## config.mk

```make
export PLATFORM = sky130hd
export DESIGN_NAME = pspm_monitor
export DESIGN_NICKNAME = d
export VERILOG_FILES = /design/src/hw/pspm_pkg.sv /design/src/hw/pspm_lane_if.sv /design/src/hw/pspm_lane.sv /design/src/hw/pspm_monitor.sv
export SDC_FILE = /design/constraint.sdc
export NUM_CORES = 1
export LEC_CHECK = 0
export BUFFER_PORTS_ARGS = -buffer_cell sky130_fd_sc_hd__buf_2
export CORE_UTILIZATION = 37
export DETAILED_ROUTE_END_ITERATION = 16
export GPL_ROUTABILITY_DRIVEN = 1
export HOLD_SLACK_MARGIN = 0.12
export MAX_ROUTING_LAYER = met4
export PLACE_DENSITY = 0.7
export SYNTH_ARGS = -nofsm -noshare
export SYNTH_HDL_FRONTEND = slang
export SYNTH_SLANG_ARGS = --single-unit
```

## constraint.sdc

```tcl
create_clock -name clock -period 2.35 [get_ports clock]
set_input_delay 0.3525 -clock clock [delete_from_list [all_inputs] [get_ports clock]]
set_output_delay 0.3525 -clock clock [all_outputs]
set_load 0.05 [all_outputs]
```

## src/hw/pspm_pkg.sv

```systemverilog
// Constants, field layouts and helpers of the stream performance monitor
`default_nettype none
package pspm_pkg;

  // ----------------------------------------------------------------------
  // Timing
  // ----------------------------------------------------------------------
  localparam longint CLK_PERIOD_NS = 40;
  localparam longint ONE_SEC_NS = 1000000000;
  localparam int SEC_CYCLES = int'(ONE_SEC_NS / CLK_PERIOD_NS);

  // ----------------------------------------------------------------------
  // Widths, keep patterns, reset values
  // ----------------------------------------------------------------------
  localparam int DATA_W = 64;
  localparam int KEEP_W = 8;
  localparam int CNT_W = 32;
  localparam int IDX_W = 2;
  localparam logic [7:0] KEEP_ALL = 8'hFF;
  localparam logic [7:0] KEEP_LOW = 8'h0F;
  localparam logic [3:0] BYTES_FULL = 4'h8;
  localparam logic [3:0] BYTES_HALF = 4'h4;
  localparam logic [31:0] CNT_RST = 32'h0;
  localparam logic [1:0] IDX_RST = 2'h0;
  localparam int DSC_BIT = 3;

  // ----------------------------------------------------------------------
  // Header word 0 of a packet sits in data[31:0]
  // ----------------------------------------------------------------------
  localparam int FMT_DATA_BIT = 30;
  localparam int TYPE_HI = 28;
  localparam int TYPE_LO = 24;
  localparam logic [4:0] TYPE_MEM = 5'h00;
  localparam logic [4:0] TYPE_CPL = 5'h0A;

  function automatic logic [3:0] pspm_beat_bytes(input logic last,
                                                  input logic [7:0] keep);
    pspm_beat_bytes = (last && keep == KEEP_LOW) ? BYTES_HALF : BYTES_FULL;
  endfunction : pspm_beat_bytes

  function automatic logic pspm_is_payload(input logic [31:0] dw0);
    logic [4:0] kind;
    kind = dw0[TYPE_HI:TYPE_LO];
    pspm_is_payload = dw0[FMT_DATA_BIT] && (kind == TYPE_MEM ||
                                            kind == TYPE_CPL);
  endfunction : pspm_is_payload

endpackage : pspm_pkg
`default_nettype wire

```

## src/hw/pspm_lane_if.sv

```systemverilog
// Observed stream and accumulators of one direction
`timescale 1ns/1ns
`default_nettype none
interface pspm_lane_if;
  logic [63:0] data;
  logic [7:0] keep;
  logic last;
  logic valid;
  logic ready;
  logic dsc;
  logic tick;
  logic [31:0] byte_acc;
  logic [31:0] pay_acc;
  modport lane (input data, keep, last, valid, ready, dsc, tick,
                output byte_acc, pay_acc);
  modport top (output data, keep, last, valid, ready, dsc, tick,
               input byte_acc, pay_acc);
endinterface : pspm_lane_if
`default_nettype wire

```

## src/hw/pspm_lane.sv

```systemverilog
// Per-direction beat and payload accumulator
`timescale 1ns/1ns
`default_nettype none
module pspm_lane (
  input wire logic clock,
  input wire logic resetn,
  pspm_lane_if.lane s
);

  // ----------------------------------------------------------------------
  // Beat qualification
  // ----------------------------------------------------------------------
  logic sop_q, sop_d;
  logic in_pay_q, in_pay_d;
  logic [31:0] byte_q, byte_d, pay_q, pay_d;
  wire fire = s.valid && s.ready;
  wire eof = fire && (s.last || s.dsc);
  wire [3:0] bytes = pspm_pkg::pspm_beat_bytes(s.last, s.keep);
  wire head_pay = pspm_pkg::pspm_is_payload(s.data[31:0]);
  wire beat_pay = (sop_q ? head_pay : in_pay_q);
  wire [31:0] add_b = fire ? 32'(bytes) : 32'h0;
  wire [31:0] add_p = (fire && beat_pay) ? 32'(bytes) : 32'h0;

  // Frame start follows an end-of-frame beat; header is only read then
  assign sop_d = fire ? eof : sop_q;
  assign in_pay_d = (fire && sop_q) ? head_pay : in_pay_q;
  // Beats landing on the tick open the next interval, none are lost
  assign byte_d = s.tick ? add_b : byte_q + add_b;
  assign pay_d = s.tick ? add_p : pay_q + add_p;
  assign s.byte_acc = byte_q;
  assign s.pay_acc = pay_q;

  always_ff @(posedge clock or negedge resetn) begin
    if (!resetn) begin
      sop_q <= 1'b1;
      in_pay_q <= 1'b0;
      byte_q <= pspm_pkg::CNT_RST;
      pay_q <= pspm_pkg::CNT_RST;
    end else begin
      sop_q <= sop_d;
      in_pay_q <= in_pay_d;
      byte_q <= byte_d;
      pay_q <= pay_d;
    end
  end
endmodule : pspm_lane
`default_nettype wire

```

## src/hw/pspm_monitor.sv

```systemverilog
// Top of the passive stream performance monitor
`timescale 1ns/1ns
`default_nettype none
module pspm_monitor #(
  parameter int SEC_CYCLES = pspm_pkg::SEC_CYCLES
) (
  input wire logic clock,
  input wire logic resetn,
  input wire logic [63:0] tx_data,
  input wire logic [7:0] tx_keep,
  input wire logic tx_last,
  input wire logic tx_valid,
  input wire logic [3:0] tx_user,
  input wire logic tx_ready,
  input wire logic [63:0] rx_data,
  input wire logic [7:0] rx_keep,
  input wire logic rx_last,
  input wire logic rx_valid,
  input wire logic rx_ready,
  output logic [31:0] tx_byte_count,
  output logic [31:0] rx_byte_count,
  output logic [31:0] tx_payload_count,
  output logic [31:0] rx_payload_count
);

  // ----------------------------------------------------------------------
  // One-second timer
  // ----------------------------------------------------------------------
  localparam logic [31:0] LAST_CYCLE = 32'(SEC_CYCLES - 1);
  logic [31:0] timer_q, timer_d;
  wire tick = (timer_q == LAST_CYCLE);
  assign timer_d = tick ? 32'h0 : timer_q + 32'h1;

  always_ff @(posedge clock or negedge resetn) begin
    if (!resetn) begin
      timer_q <= pspm_pkg::CNT_RST;
    end else begin
      timer_q <= timer_d;
    end
  end

  // ----------------------------------------------------------------------
  // Observation lanes; every stream signal is an input only
  // ----------------------------------------------------------------------
  pspm_lane_if tx_if ();
  pspm_lane_if rx_if ();

  assign tx_if.data = tx_data;
  assign tx_if.keep = tx_keep;
  assign tx_if.last = tx_last;
  assign tx_if.valid = tx_valid;
  assign tx_if.ready = tx_ready;
  assign tx_if.dsc = tx_user[pspm_pkg::DSC_BIT];
  assign tx_if.tick = tick;
  assign rx_if.data = rx_data;
  assign rx_if.keep = rx_keep;
  assign rx_if.last = rx_last;
  assign rx_if.valid = rx_valid;
  assign rx_if.ready = rx_ready;
  assign rx_if.dsc = 1'b0;
  assign rx_if.tick = tick;

  pspm_lane u_tx_lane (
    .clock(clock),
    .resetn(resetn),
    .s(tx_if.lane)
  );

  pspm_lane u_rx_lane (
    .clock(clock),
    .resetn(resetn),
    .s(rx_if.lane)
  );

  // ----------------------------------------------------------------------
  // Snapshot publication
  // ----------------------------------------------------------------------
  // Software reads each word separately; the index lets it spot a reread
  // of the same interval, at the price of the two lowest count bits.
  logic [1:0] idx_q, idx_d;
  logic [31:0] txb_d, rxb_d, txp_d, rxp_d;
  assign idx_d = tick ? idx_q + 2'h1 : idx_q;
  assign txb_d = tick ? {tx_if.byte_acc[31:2], idx_d} : tx_byte_count;
  assign rxb_d = tick ? {rx_if.byte_acc[31:2], idx_d} : rx_byte_count;
  assign txp_d = tick ? {tx_if.pay_acc[31:2], idx_d} : tx_payload_count;
  assign rxp_d = tick ? {rx_if.pay_acc[31:2], idx_d} : rx_payload_count;

  always_ff @(posedge clock or negedge resetn) begin
    if (!resetn) begin
      idx_q <= pspm_pkg::IDX_RST;
      tx_byte_count <= pspm_pkg::CNT_RST;
      rx_byte_count <= pspm_pkg::CNT_RST;
      tx_payload_count <= pspm_pkg::CNT_RST;
      rx_payload_count <= pspm_pkg::CNT_RST;
    end else begin
      idx_q <= idx_d;
      tx_byte_count <= txb_d;
      rx_byte_count <= rxb_d;
      tx_payload_count <= txp_d;
      rx_payload_count <= rxp_d;
    end
  end
endmodule : pspm_monitor
`default_nettype wire

```

==> results of run 1 <==
==> critical path: cells and delay by family <==
| kind | cells | cell delay, ns |
|---|---|---|
| buffers and inverters | 5 | 0.53 |
| adders and majority gates | 2 | 0.55 |
| xor gates and xnor gates | 1 | 0.16 |
| and+or+nand+nor | 8 | 1.52 |
==> sequential cells by signal, indices dropped and copies added (netlist names) <==
register	flops
rx_payload_count	30
u_tx_lane.in_pay_q	1
timer_q	32
u_rx_lane.sop_q	1
u_rx_lane.in_pay_q	1
rx_byte_count	30
tx_byte_count	30
u_rx_lane.s.byte_acc	30
u_tx_lane.s.byte_acc	30
u_tx_lane.s.pay_acc	30
idx_q	2
u_rx_lane.s.pay_acc	30
u_tx_lane.sop_q	1
tx_payload_count	32
==> cells in the final DEF (no fill, tap or decap), types with 7 or more instances in the layout <==
master,n
inv_1,13
nor2_1,133
nand4_1,53
a21oi_1,7
dlygate4sd3_1,10
mux2_1,101
xnor2_1,55
buf_2,161
bufinv_16,8
nor3_1,11
nor4_4,10
o21ai_0,9
nand2_1,52
and4_1,11
nand3_1,44
xor2_1,82
clkbuf_16,31
dfrtp_1,278
buf_12,13
buf_6,12
mux2_2,26
and3_1,25
buf_4,58
==> repair_timing <==
action	CTS	global route
buffers inserted	8	3
pin swaps	26	23
resized for setup	23	36
hold buffers	10	0
cloned	0	1
endpoints found under the setup margin	85	146
hold endpoints to repair	64	0
==> metal layers <==
| metal | global-route usage [%] | part of all wire (%) | vias to the layer above |
|---|---|---|---|
| li1 | - | - | 4137 |
| met1 | 21.3 | 46 | 4345 |
| met2 | 25.9 | 48 | 144 |
| met3 | 2.29 | 3.4 | 50 |
| met4 | 4.60 | 2.1 | 0 |
| met5 | - | 0 | - |
==> report_power, final <==
part | internal, uW | total [uW] | switching [uW] | leakage (uW)
Sequential | 4960 | 5170 | 203 | 0.00386
Clock | 3440 | 5420 | 1970 | 0.000563
Combinational | 246 | 523 | 277 | 0.00379
==> metrics by stage <==
stage / TNS, ns / utilization [%] / hold WS, ns / area (sq um) / instances
finish: -3.57 / 49.0 / 0.217 / 16100 / 1764
global route: -7.68 / 49.0 / 0.253 / 16100 / 1764
CTS: -2.25 / 48.4 / 0.193 / 15900 / 1761
detailed placement: -40.53 / 44.0 / 0.374 / 14500 / 1688
global placement: -37.47 / 44.0 / 0.369 / 14500 / 1688
floorplan: -11.96 / - / 0.0569 / 12700 / 1055
==> path summary, 6_finish.rpt <==
kind	end	slack [ns]	cells after the start
worst max-delay path	u_rx_lane.s.pay_acc[14]$_DFF_PN0_	-0.32	16
worst max register to register	u_rx_lane.s.pay_acc[14]$_DFF_PN0_	-0.18	12
worst min-delay path	u_rx_lane.s.pay_acc[3]$_DFF_PN0_	0.22	5
worst min register to register	tx_payload_count[22]$_DFFE_PN0N_	0.48	1
min in group asynchronous	tx_byte_count[19]$_DFFE_PN0N_	0.37	2
max in group asynchronous	u_rx_lane.sop_q$_DFFE_PN1P_	1.25	3
==> final cells by class <==
class	count	share of cell area, %
sequential	280	43.5
inverter	15	0.350
timing repair buffer	256	11.0
multi-input combinational	715	34.6
clock buffer	39	5.31
tap	442	3.43
clock inverter	17	1.85
==> kinds of logic after synthesis <==
group	synth area share [%]
flip-flops	56.3
buffers and inverters	2.62
XOR/XNOR	9.98
multiplexers	11.6
adder cells (fa/ha/maj)	1.55
AND/OR/NAND/NOR	17.0
AO/OA/AOI/OAI	1.03
==> metrics.md, run 1 <==
| Metric | Value |
|---|---|
| Startpoint Class | `primary input` |
| Origin of the critical flop-to-flop path | `u_rx_lane.sop_q$_DFFE_PN1P_` |
| Final #Nets | `between 1k and 1.5k` |
| Via density | `between 4 and 5` |
| Final setup viols | `18` |
| Register area share after synthesis | `56.3%` |
| Top post-synthesis cells by area | `dfrtp_1 (56%), mux2_1 (9.1%), xor2_1 (5.9%), nor2_1 (4.2%), xnor2_1 (4.1%)` |
| Area of the multi-input gates | `roughly 0.0056 sq mm` |
| Worst hold path class | `in -> reg` |
| Post-synth EDFFs | `0` |
| Distinct cell type count after synthesis | `41` |
| Maximum VDD drop | `0.463 mV` |
| Synth Area per Inst | `11.8 sq um` |
| Placer congestion estimate | `0.780` |
| CP max stage delay | `0.53 ns` |
| CORE AREA | `0.0329 sq mm` |
| Hold Crit Start | `rx_ready` |
| PnR worst setup slack | `-0.322 ns` |
| Yosys Warn Count | `0` |
| Die Width | `185 um` |
| Share of cells above drive strength 1 | `between 30 and 40%` |
| Area of the mapped netlist | `between 0.01 and 0.015 sq mm` |
| Post-route ant nets | `0` |
| CTS H-tree depth | `1` |
| Synth top cells by count | `dfrtp_1 (278), nor2_1 (140), mux2_1 (101), xor2_1 (84), xnor2_1 (58)` |
| Skew-Pair Late Insertion Delay | `around 0.55 ns` |
| Total Power | `11100 uW` |
| Worst-path clk slew | `~0.060 ns` |
| Wire per inst | `15.0 um` |
| CP Launch Point | `rx_keep[4]` |
| FILL cells | `2943` |
| Most frequent cell after synthesis | `dfrtp_1` |
| Crit path kind | `in -> reg` |
| Hpwl dp | `17.8 mm` |
| Diode count | `0` |
| Yosys top cell area share | `between 50% and 60%` |
| Post-layout min period | `between 2 and 3 ns` |
| Clock buffer depth | `3` |
| Peak Freq | `approximately 370 MHz` |
| Synth Register Bits | `280` |
| Die area | `0.0344 sq mm` |
| Max-slew headroom | `61.8%` |
| Fin. max-slew vios | `0` |
| Clock Tree Root | `clkbuf_16` |
| Initial antenna violation count | `0` |
| IO Count | `284` |
| Worst EP required | `between 2 and 3 ns` |
| Clk_skew | `0.00739 ns` |
| Cells along the critical path | `buf_6 > or4b_4 > nor4b_4 > and3_1 > and2b_1 > ha_2 > inv_2 > fa_2 > buf_4 > buf_6 > nand2b_4 > buf_6 > nor2_4 > nand3_2 > xor2_1 > nor2_1` |
| Area growth from synthesis to layout | `29.3%` |
| Total gr overflow | `0` |
| Top_reg_cell synth | `dfrtp_1` |
| CTS tree | `yes` |
| Period Utilization, post-route | `114%` |
| First-pass GRT wire length | `approximately 44 mm` |
| Seq. cell area | `0.00701 sq mm` |
| Die span in y | `~190 um` |
| Post-synth ARST share | `100%` |
| Critical Path Sink Type | `flip-flop` |
| Lkg Pwr | `0.00821 uW` |
| Post-Syn Instances | `approximately 1.1k` |
| Initial Utilization | `37.9%` |
| Max Cap Viol | `0` |
| CP max-delay cell | `or4b_4` |
| Total global-route track usage | `between 10% and 20%` |
| Site row count | `66` |
| Vias after detailed routing | `8676` |
| Final Hold Fails | `0` |
| CTS Sinks | `280` |
| Pre-CTS setup slack | `-0.840 ns` |
| 1st-iter DRT viols | `353` |
| Arrival time worst endpoint | `3.11 ns` |
| Port Buffers | `164` |
| Routed wire length | `26.5 mm` |
| Synth Net Count | `~1.2k` |
| Vias in the first global route | `8970` |
| Top cell by count, worst path | `buf_6` |
| Unrepaired setup endpoints after global routing | `true` |
| CTS Buf Count | `30` |
| Drt drc | `0` |
| Failing checks | `setup timing` |
| PwrDens | `about 690 mW/mm^2` |
| Cell taking the most area after synthesis | `dfrtp_1` |
| Largest fanout on the critical path | `4` |
| Outcome | `complete, but fails checks` |
| Worst Tran Pin Value | `about 0.57 ns` |
| Pin count of the biggest net entering global routing | `71` |
| DR pass1 iterations | `4` |
No activity file was read; power rests on OpenSTA's default activity.
==> run 2: changes to the inputs <==
--- a/config.mk
+++ b/config.mk
@@ -6,12 +6,13 @@
 export NUM_CORES = 1
 export LEC_CHECK = 0
 export BUFFER_PORTS_ARGS = -buffer_cell sky130_fd_sc_hd__buf_2
-export CORE_UTILIZATION = 37
+export CORE_ASPECT_RATIO = 2
+export CORE_UTILIZATION = 25
 export DETAILED_ROUTE_END_ITERATION = 16
 export GPL_ROUTABILITY_DRIVEN = 1
 export HOLD_SLACK_MARGIN = 0.12
 export MAX_ROUTING_LAYER = met4
-export PLACE_DENSITY = 0.7
+export PLACE_DENSITY = 0.55
 export SYNTH_ARGS = -nofsm -noshare
 export SYNTH_HDL_FRONTEND = slang
 export SYNTH_SLANG_ARGS = --single-unit
==> metrics.md, run 2 (synthesized netlist as in run 1, its figures left out) <==
| Metric | Value |
|---|---|
| Hold Path Cell Cnt | `4` |
| Max Cap Viol | `0` |
| IO Count | `284` |
| Failing checks | `setup timing` |
| Fin. max-slew vios | `0` |
| Maximum VDD drop | `0.427 mV` |
| PwrDens | `644 mW/mm^2` |
| Diode count | `0` |
| CP Launch Point | `rx_keep[4]` |
| Vias in the first global route | `9145` |
| Pre-CTS setup slack | `-0.846 ns` |
| Largest fanout on the critical path | `4` |
| First-pass GRT wire length | `49.1 mm` |
| Initial Utilization | `between 20% and 30%` |
| CP max stage delay | `0.54 ns` |
| Worst EP required | `2.80 ns` |
| Total global-route track usage | `12.2%` |
| Startpoint Class | `primary input` |
| Most frequent cells in the layout | `dfrtp_1 (277), buf_2 (162), nor2_1 (131)` |
| Critical Path Sink Type | `flip-flop` |
| Finished Layout Cells | `1964` |
| CTS Sinks | `280` |
| CTS H-tree depth | `1` |
| Vias after detailed routing | `~8.8k` |
| 1st-iter DRT viols | `between 300 and 400` |
| Detail Route met3 WL | `1.33 mm` |
| Clk_skew | `0.0140 ns` |
| Die Width | `160 um` |
| Cells along the critical path | `buf_6 > or4b_4 > nor4b_4 > and3_1 > and2b_1 > ha_2 > inv_2 > fa_2 > nand4b_1 > nor4_4 > nand3_1 > xor2_1 > nor2_1` |
| Final #Nets | `1470` |
| DRT met1 WL | `11.9 mm` |
| Site row count | `between 100 and 150` |
| Via density | `4.47` |
| WHS Endpoint | `u_tx_lane.sop_q$_DFFE_PN1P_` |
| Routed wire length | `30.4 mm` |
| Hpwl dp | `around 21 mm` |
| Largest regs | `timer_q: 32 flops, tx_payload_count: 32 flops` |
| CORE AREA | `0.0492 sq mm` |
| Share of cells above drive strength 1 | `between 30% and 40%` |
| Post-route ant nets | `0` |
| Unrepaired setup endpoints after global routing | `true` |
| Wire per inst | `~15 um` |
| Initial antenna violation count | `0` |
| Max-slew headroom | `61.0%` |
| Drt drc | `0` |
| Peak Freq | `just under 400 MHz` |
| Placer congestion estimate | `0.794` |
| Post-layout min period | `approximately 2.6 ns` |
| Worst-path clk slew | `around 0.060 ns` |
| FF-to-FF path depth | `13` |
| Origin of the critical flop-to-flop path | `u_tx_lane.sop_q$_DFFE_PN1P_` |
| PnR worst setup slack | `-0.241 ns` |
| Die area | `0.0508 sq mm` |
| Fin area | `0.0163 sq mm` |
| Area growth from synthesis to layout | `30.9%` |
| Final setup viols | `27` |
| Worst hold path class | `in -> reg` |
| Worst r2r dst | `u_tx_lane.s.pay_acc[22]$_DFF_PN0_` |
| CP top delay family | `simple AND/OR/NAND/NOR gates` |
| Clock Tree Root | `clkbuf_16` |
| Crit path buf inv count | `2` |
| DR pass1 iterations | `4` |
| DP Area | `0.0147 sq mm` |
| Worst Tran Pin Value | `0.585 ns` |
| CTS tree | `yes` |
| Final Hold Fails | `0` |
| Clock buffer depth | `3` |
| Lkg Pwr | `0.00821 uW` |
| Skew-Pair Late Insertion Delay | `0.56 ns` |
| FILL cells | `approximately 5k` |
| Period Utilization, post-route | `110%` |
| Hold WS | `0.203 ns` |
| Outcome | `complete, but fails checks` |
| Pin count of the biggest net entering global routing | `66` |
| Port Buffers | `164` |
| Total gr overflow | `0` |
| Placed Cells | `1888` |
| Die span in y | `318 um` |
| Met2 WL | `16.2 mm` |
| Crit path kind | `in -> reg` |
| Arrival time worst endpoint | `3.04 ns` |
| Util after Layout | `33.1%` |
| Hold Crit Start | `tx_last` |
| Uppermost layer routed | `met4` |
| Commonest non-fill, non-tap cell in the layout | `dfrtp_1` |
| R2r setup slk | `-0.15 ns` |
| CTS Buf Count | `29` |
| CP max-delay cell | `or4b_4` |
==> run 2: changes by cell type in the layout (fill, tap and decap cells not counted), sizes merged <==
cell / delta
bufinv: -5
clkinv: -1
clkinvlp: +2
dlygate4sd3: -2
buf: +3
inv: -1
clkbuf: +3
==> run 2: cell type report <==
class | count | area (sq um) | share of cell area [%]
Timing Repair Buffer | 260 | 1850 | 11.3
Inverter | 15 | 56.3 | 0.345
Clock inverter | 12 | 153 | 0.936
Tap cell | 643 | 805 | 4.93
Clock buffer | 39 | 823 | 5.05
Multi-Input combinational cell | 715 | 5620 | 34.4
Sequential cell | 280 | 7010 | 43.0
==> run 2: layer usage <==
| layer | GRT usage, % | up-vias |
|---|---|---|
| met2 | 22.1 | 182 |
| met3 | 2.07 | 54 |
| met4 | 4.59 | 0 |
| li1 | - | 4132 |
| met1 | 13.3 | 4407 |
| met5 | - | - |
==> run 2: report_power, final <==
| part | switching, uW | total (uW) | internal [uW] | leakage (uW) |
|---|---|---|---|---|
| sequential | 206 | 5170 | 4960 | 0.00386 |
| combinational | 298 | 560 | 262 | 0.00389 |
| clock | 2000 | 4780 | 2780 | 0.000469 |
| total | 2500 | 10500 | 8000 | 0.00821 |
==> run 2: worst max-delay path by stage <==
| stage | endpoint | slack, ns | depth (start not counted) |
|---|---|---|---|
| after floorplan | u_rx_lane.s.pay_acc[20]$_DFF_PN0_ | -0.60 | 12 |
| after global placement | u_rx_lane.s.pay_acc[20]$_DFF_PN0_ | -0.81 | 13 |
| after detailed placement | u_rx_lane.s.pay_acc[20]$_DFF_PN0_ | -0.85 | 13 |
| after CTS | u_rx_lane.s.pay_acc[20]$_DFF_PN0_ | -0.23 | 13 |
| after global routing | u_rx_lane.s.pay_acc[20]$_DFF_PN0_ | -0.34 | 13 |
| final | u_rx_lane.s.pay_acc[20]$_DFF_PN0_ | -0.24 | 13 |
==> run 2: repair_timing <==
item	4_1_cts	5_1_grt
pin swaps	27	32
setup buffers	6	11
resized for setup	29	41
hold endpoints to repair	58	0
cloned	0	3
setup endpoints to repair	46	198
hold buffers	8	0
==> run 2: worst min-delay path: cells and delay by family <==
| family | cells | cell delay (ns) |
|---|---|---|
| simple gates | 1 | 0.09 |
| buf+inv | 2 | 0.22 |
| compound gates | 1 | 0.09 |
==> run 2: stage by stage <==
stage	setup TNS [ns]	power (uW)
floorplan	-11.96	5460
global placement	-46.75	5740
detailed placement	-50.94	5770
CTS	-2.94	10700
global route	-6.76	11000
finish	-2.65	10500
==> run 3: changes to the inputs <==
==> constraint.sdc (replaced) <==
create_clock -name clock -period 2.3 [get_ports clock]
set_input_delay 0.345 -clock clock [delete_from_list [all_inputs] [get_ports clock]]
set_output_delay 0.345 -clock clock [all_outputs]
set_load 0.05 [all_outputs]
==> metrics.md, run 3 (synthesized netlist as in run 1, its figures left out) <==
| Metric | Value |
|---|---|
| Crit path kind | `in -> reg` |
| CORE AREA | `slightly below 0.05 sq mm` |
| Area growth from synthesis to layout | `30.7%` |
| Peak Freq | `around 380 MHz` |
| Busiest grt layer | `met2` |
| Initial antenna violation count | `0` |
| Wire per inst | `15.5 um` |
| Worst hold path class | `in -> reg` |
| R2r setup slk | `-0.16 ns` |
| Fin. max-slew vios | `0` |
| Largest regs | `timer_q: 32 flops, tx_payload_count: 32 flops` |
| WHS Endpoint | `u_tx_lane.sop_q$_DFFE_PN1P_` |
| CP max-delay cell | `or4b_4` |
| Final setup viols | `32` |
| Pre-CTS setup slack | `-0.917 ns` |
| Site row count | `115` |
| Worst r2r dst | `u_rx_lane.s.pay_acc[20]$_DFF_PN0_` |
| FILL cells | `4974` |
| Vias in the first global route | `9422` |
| Die area | `0.0508 sq mm` |
| Outcome | `complete, but fails checks` |
| Arrival time worst endpoint | `3.10 ns` |
| Unrepaired setup endpoints after global routing | `true` |
| CTS tree | `yes` |
| Cells along the critical path | `buf_6 > or4b_4 > nor4b_4 > and3_1 > and2b_1 > ha_2 > inv_2 > fa_2 > nand4b_1 > nor4_4 > nand3_1 > xor2_1 > nor2_1` |
| Share of cells above drive strength 1 | `30.0%` |
| Largest fanout on the critical path | `4` |
| Total gr overflow | `0` |
| Worst Tran Pin Value | `0.492 ns` |
| Initial Utilization | `25.3%` |
| First-pass GRT wire length | `50.1 mm` |
| Die span in y | `roughly 320 um` |
| Final #Nets | `between 1k and 1.5k` |
| Drt drc | `0` |
| Placer congestion estimate | `0.775` |
| CTS Buf Count | `28` |
| DR pass1 iterations | `4` |
| Most frequent cells in the layout | `dfrtp_1 (278), buf_2 (162), nor2_1 (132)` |
| IO Count | `284` |
| CP max stage delay | `roughly 0.54 ns` |
| PnR worst setup slack | `-0.315 ns` |
| Final TNS setup | `-3.52 ns` |
| Total global-route track usage | `12.5%` |
| Pin count of the biggest net entering global routing | `60` |
| 1st-iter DRT viols | `265` |
| Startpoint Class | `primary input` |
| Port Buffers | `164` |
| Failing checks | `setup timing` |
| Worst-path clk slew | `~0.06 ns` |
| Routed wire length | `30.4 mm` |
| Worst EP required | `2.79 ns` |
| Hold Crit Start | `tx_ready` |
| Post-layout min period | `2.62 ns` |
| Die Width | `160 um` |
| Final Hold Fails | `0` |
| Diode count | `0` |
| Lkg Pwr | `a little over 0.008 uW` |
| Clock Tree Root | `clkbuf_16` |
| Met2 Use GR | `23.0%` |
| Clk_skew | `0.0102 ns` |
| CTS H-tree depth | `1` |
| Max-slew headroom | `67.2%` |
| Met1 usage | `13.4%` |
| Clock buffer depth | `3` |
| GRT met3 Usage | `under 10%` |
| Hold Path Cell Cnt | `4` |
| Maximum VDD drop | `0.467 mV` |
| Critical Path Sink Type | `flip-flop` |
| Post-route ant nets | `0` |
| PwrDens | `657 mW/mm^2` |
| Max Cap Viol | `0` |
| FF-to-FF path depth | `10` |
| Hpwl dp | `around 21 mm` |
| Commonest non-fill, non-tap cell in the layout | `dfrtp_1` |
| Vias after detailed routing | `8716` |
| Origin of the critical flop-to-flop path | `u_rx_lane.sop_q$_DFFE_PN1P_` |
| Skew-Pair Late Insertion Delay | `approximately 0.56 ns` |
| Via density | `4.43` |
| Period Utilization, post-route | `114%` |
| CTS Sinks | `between 200 and 300` |
-- run 3: changes by cell type in the layout (fill, tap and decap cells not counted), moves of 2 or more --
| cell | change |
|---|---|
| nand3_2 | +2 |
| clkinvlp_4 | -2 |
| clkinv_2 | +4 |
| clkbuf_8 | -3 |
| dlygate4sd3_1 | +2 |
| nor4b_2 | -2 |
| buf_4 | +4 |
| buf_16 | -2 |
| nand3_1 | -2 |
| clkbuf_16 | -2 |
-- run 3: stage by stage --
stage	hold slack [ns]	total power [uW]	util (%)	area, sq um	instances
after detailed placement	0.306	5900	29.9	14700	1892
after global placement	0.309	5870	29.9	14700	1892
after global routing	0.229	11200	33.1	16300	1968
after floorplan	0.0494	5590	-	12700	1055
final	0.194	10700	33.1	16300	1968
after CTS	0.157	10900	32.7	16100	1962
-- run 3: area by class of cell --
type | instances | area, sq um | area share [%]
timing repair buffer | 264 | 1840 | 11.3
sequential | 280 | 7010 | 43.0
tap | 643 | 805 | 4.94
multi-input combinational | 715 | 5600 | 34.4
inverter | 15 | 56.3 | 0.346
clock inverter | 15 | 188 | 1.15
clock buffer | 36 | 782 | 4.80
-- run 3: how the worst max path moves through the flow --
stage / startpoint / endpoint / slack (ns) / cells after the start
after floorplan: rx_keep[4] / u_rx_lane.s.pay_acc[20]$_DFF_PN0_ / -0.65 / 12
after global placement: rx_keep[4] / u_rx_lane.s.pay_acc[20]$_DFF_PN0_ / -0.91 / 13
after detailed placement: rx_keep[4] / u_rx_lane.s.pay_acc[20]$_DFF_PN0_ / -0.92 / 13
after CTS: rx_keep[4] / u_rx_lane.s.pay_acc[20]$_DFF_PN0_ / -0.31 / 13
after global routing: rx_keep[4] / u_rx_lane.s.pay_acc[20]$_DFF_PN0_ / -0.47 / 13
final: rx_keep[4] / u_rx_lane.s.pay_acc[20]$_DFF_PN0_ / -0.32 / 13
-- run 3: worst max-delay path: cells and delay by family --
family / cells / cell delay (ns)
buffers and inverters: 2 / 0.13
adder cells (fa/ha/maj): 2 / 0.55
AND/OR/NAND/NOR: 8 / 1.89
XOR/XNOR: 1 / 0.18
-- run 3: layer usage --
metal  part of all wire (%)  vias to the layer above
li1                       -                     4136
met1                     39                     4380
met2                     55                      155
met3                    4.0                       45
met4                    2.4                        0
met5                      0                        -
-- run 3: what timing repair did --
action / in CTS / in global routing
pin swaps: 26 / 17
endpoints found under the hold margin: 59 / 0
setup buffers: 9 / 5
hold buffers: 10 / 0
resized for setup: 36 / 21
setup endpoints to repair: 156 / 116
cloned: 1 / 1
-- run 3: power by group --
| group | total [uW] | internal, uW | switching (uW) |
|---|---|---|---|
| logic | 571 | 260 | 310 |
| clock network | 4860 | 2850 | 2010 |
| registers | 5260 | 5070 | 195 |
| total | 10700 | 8180 | 2510 |
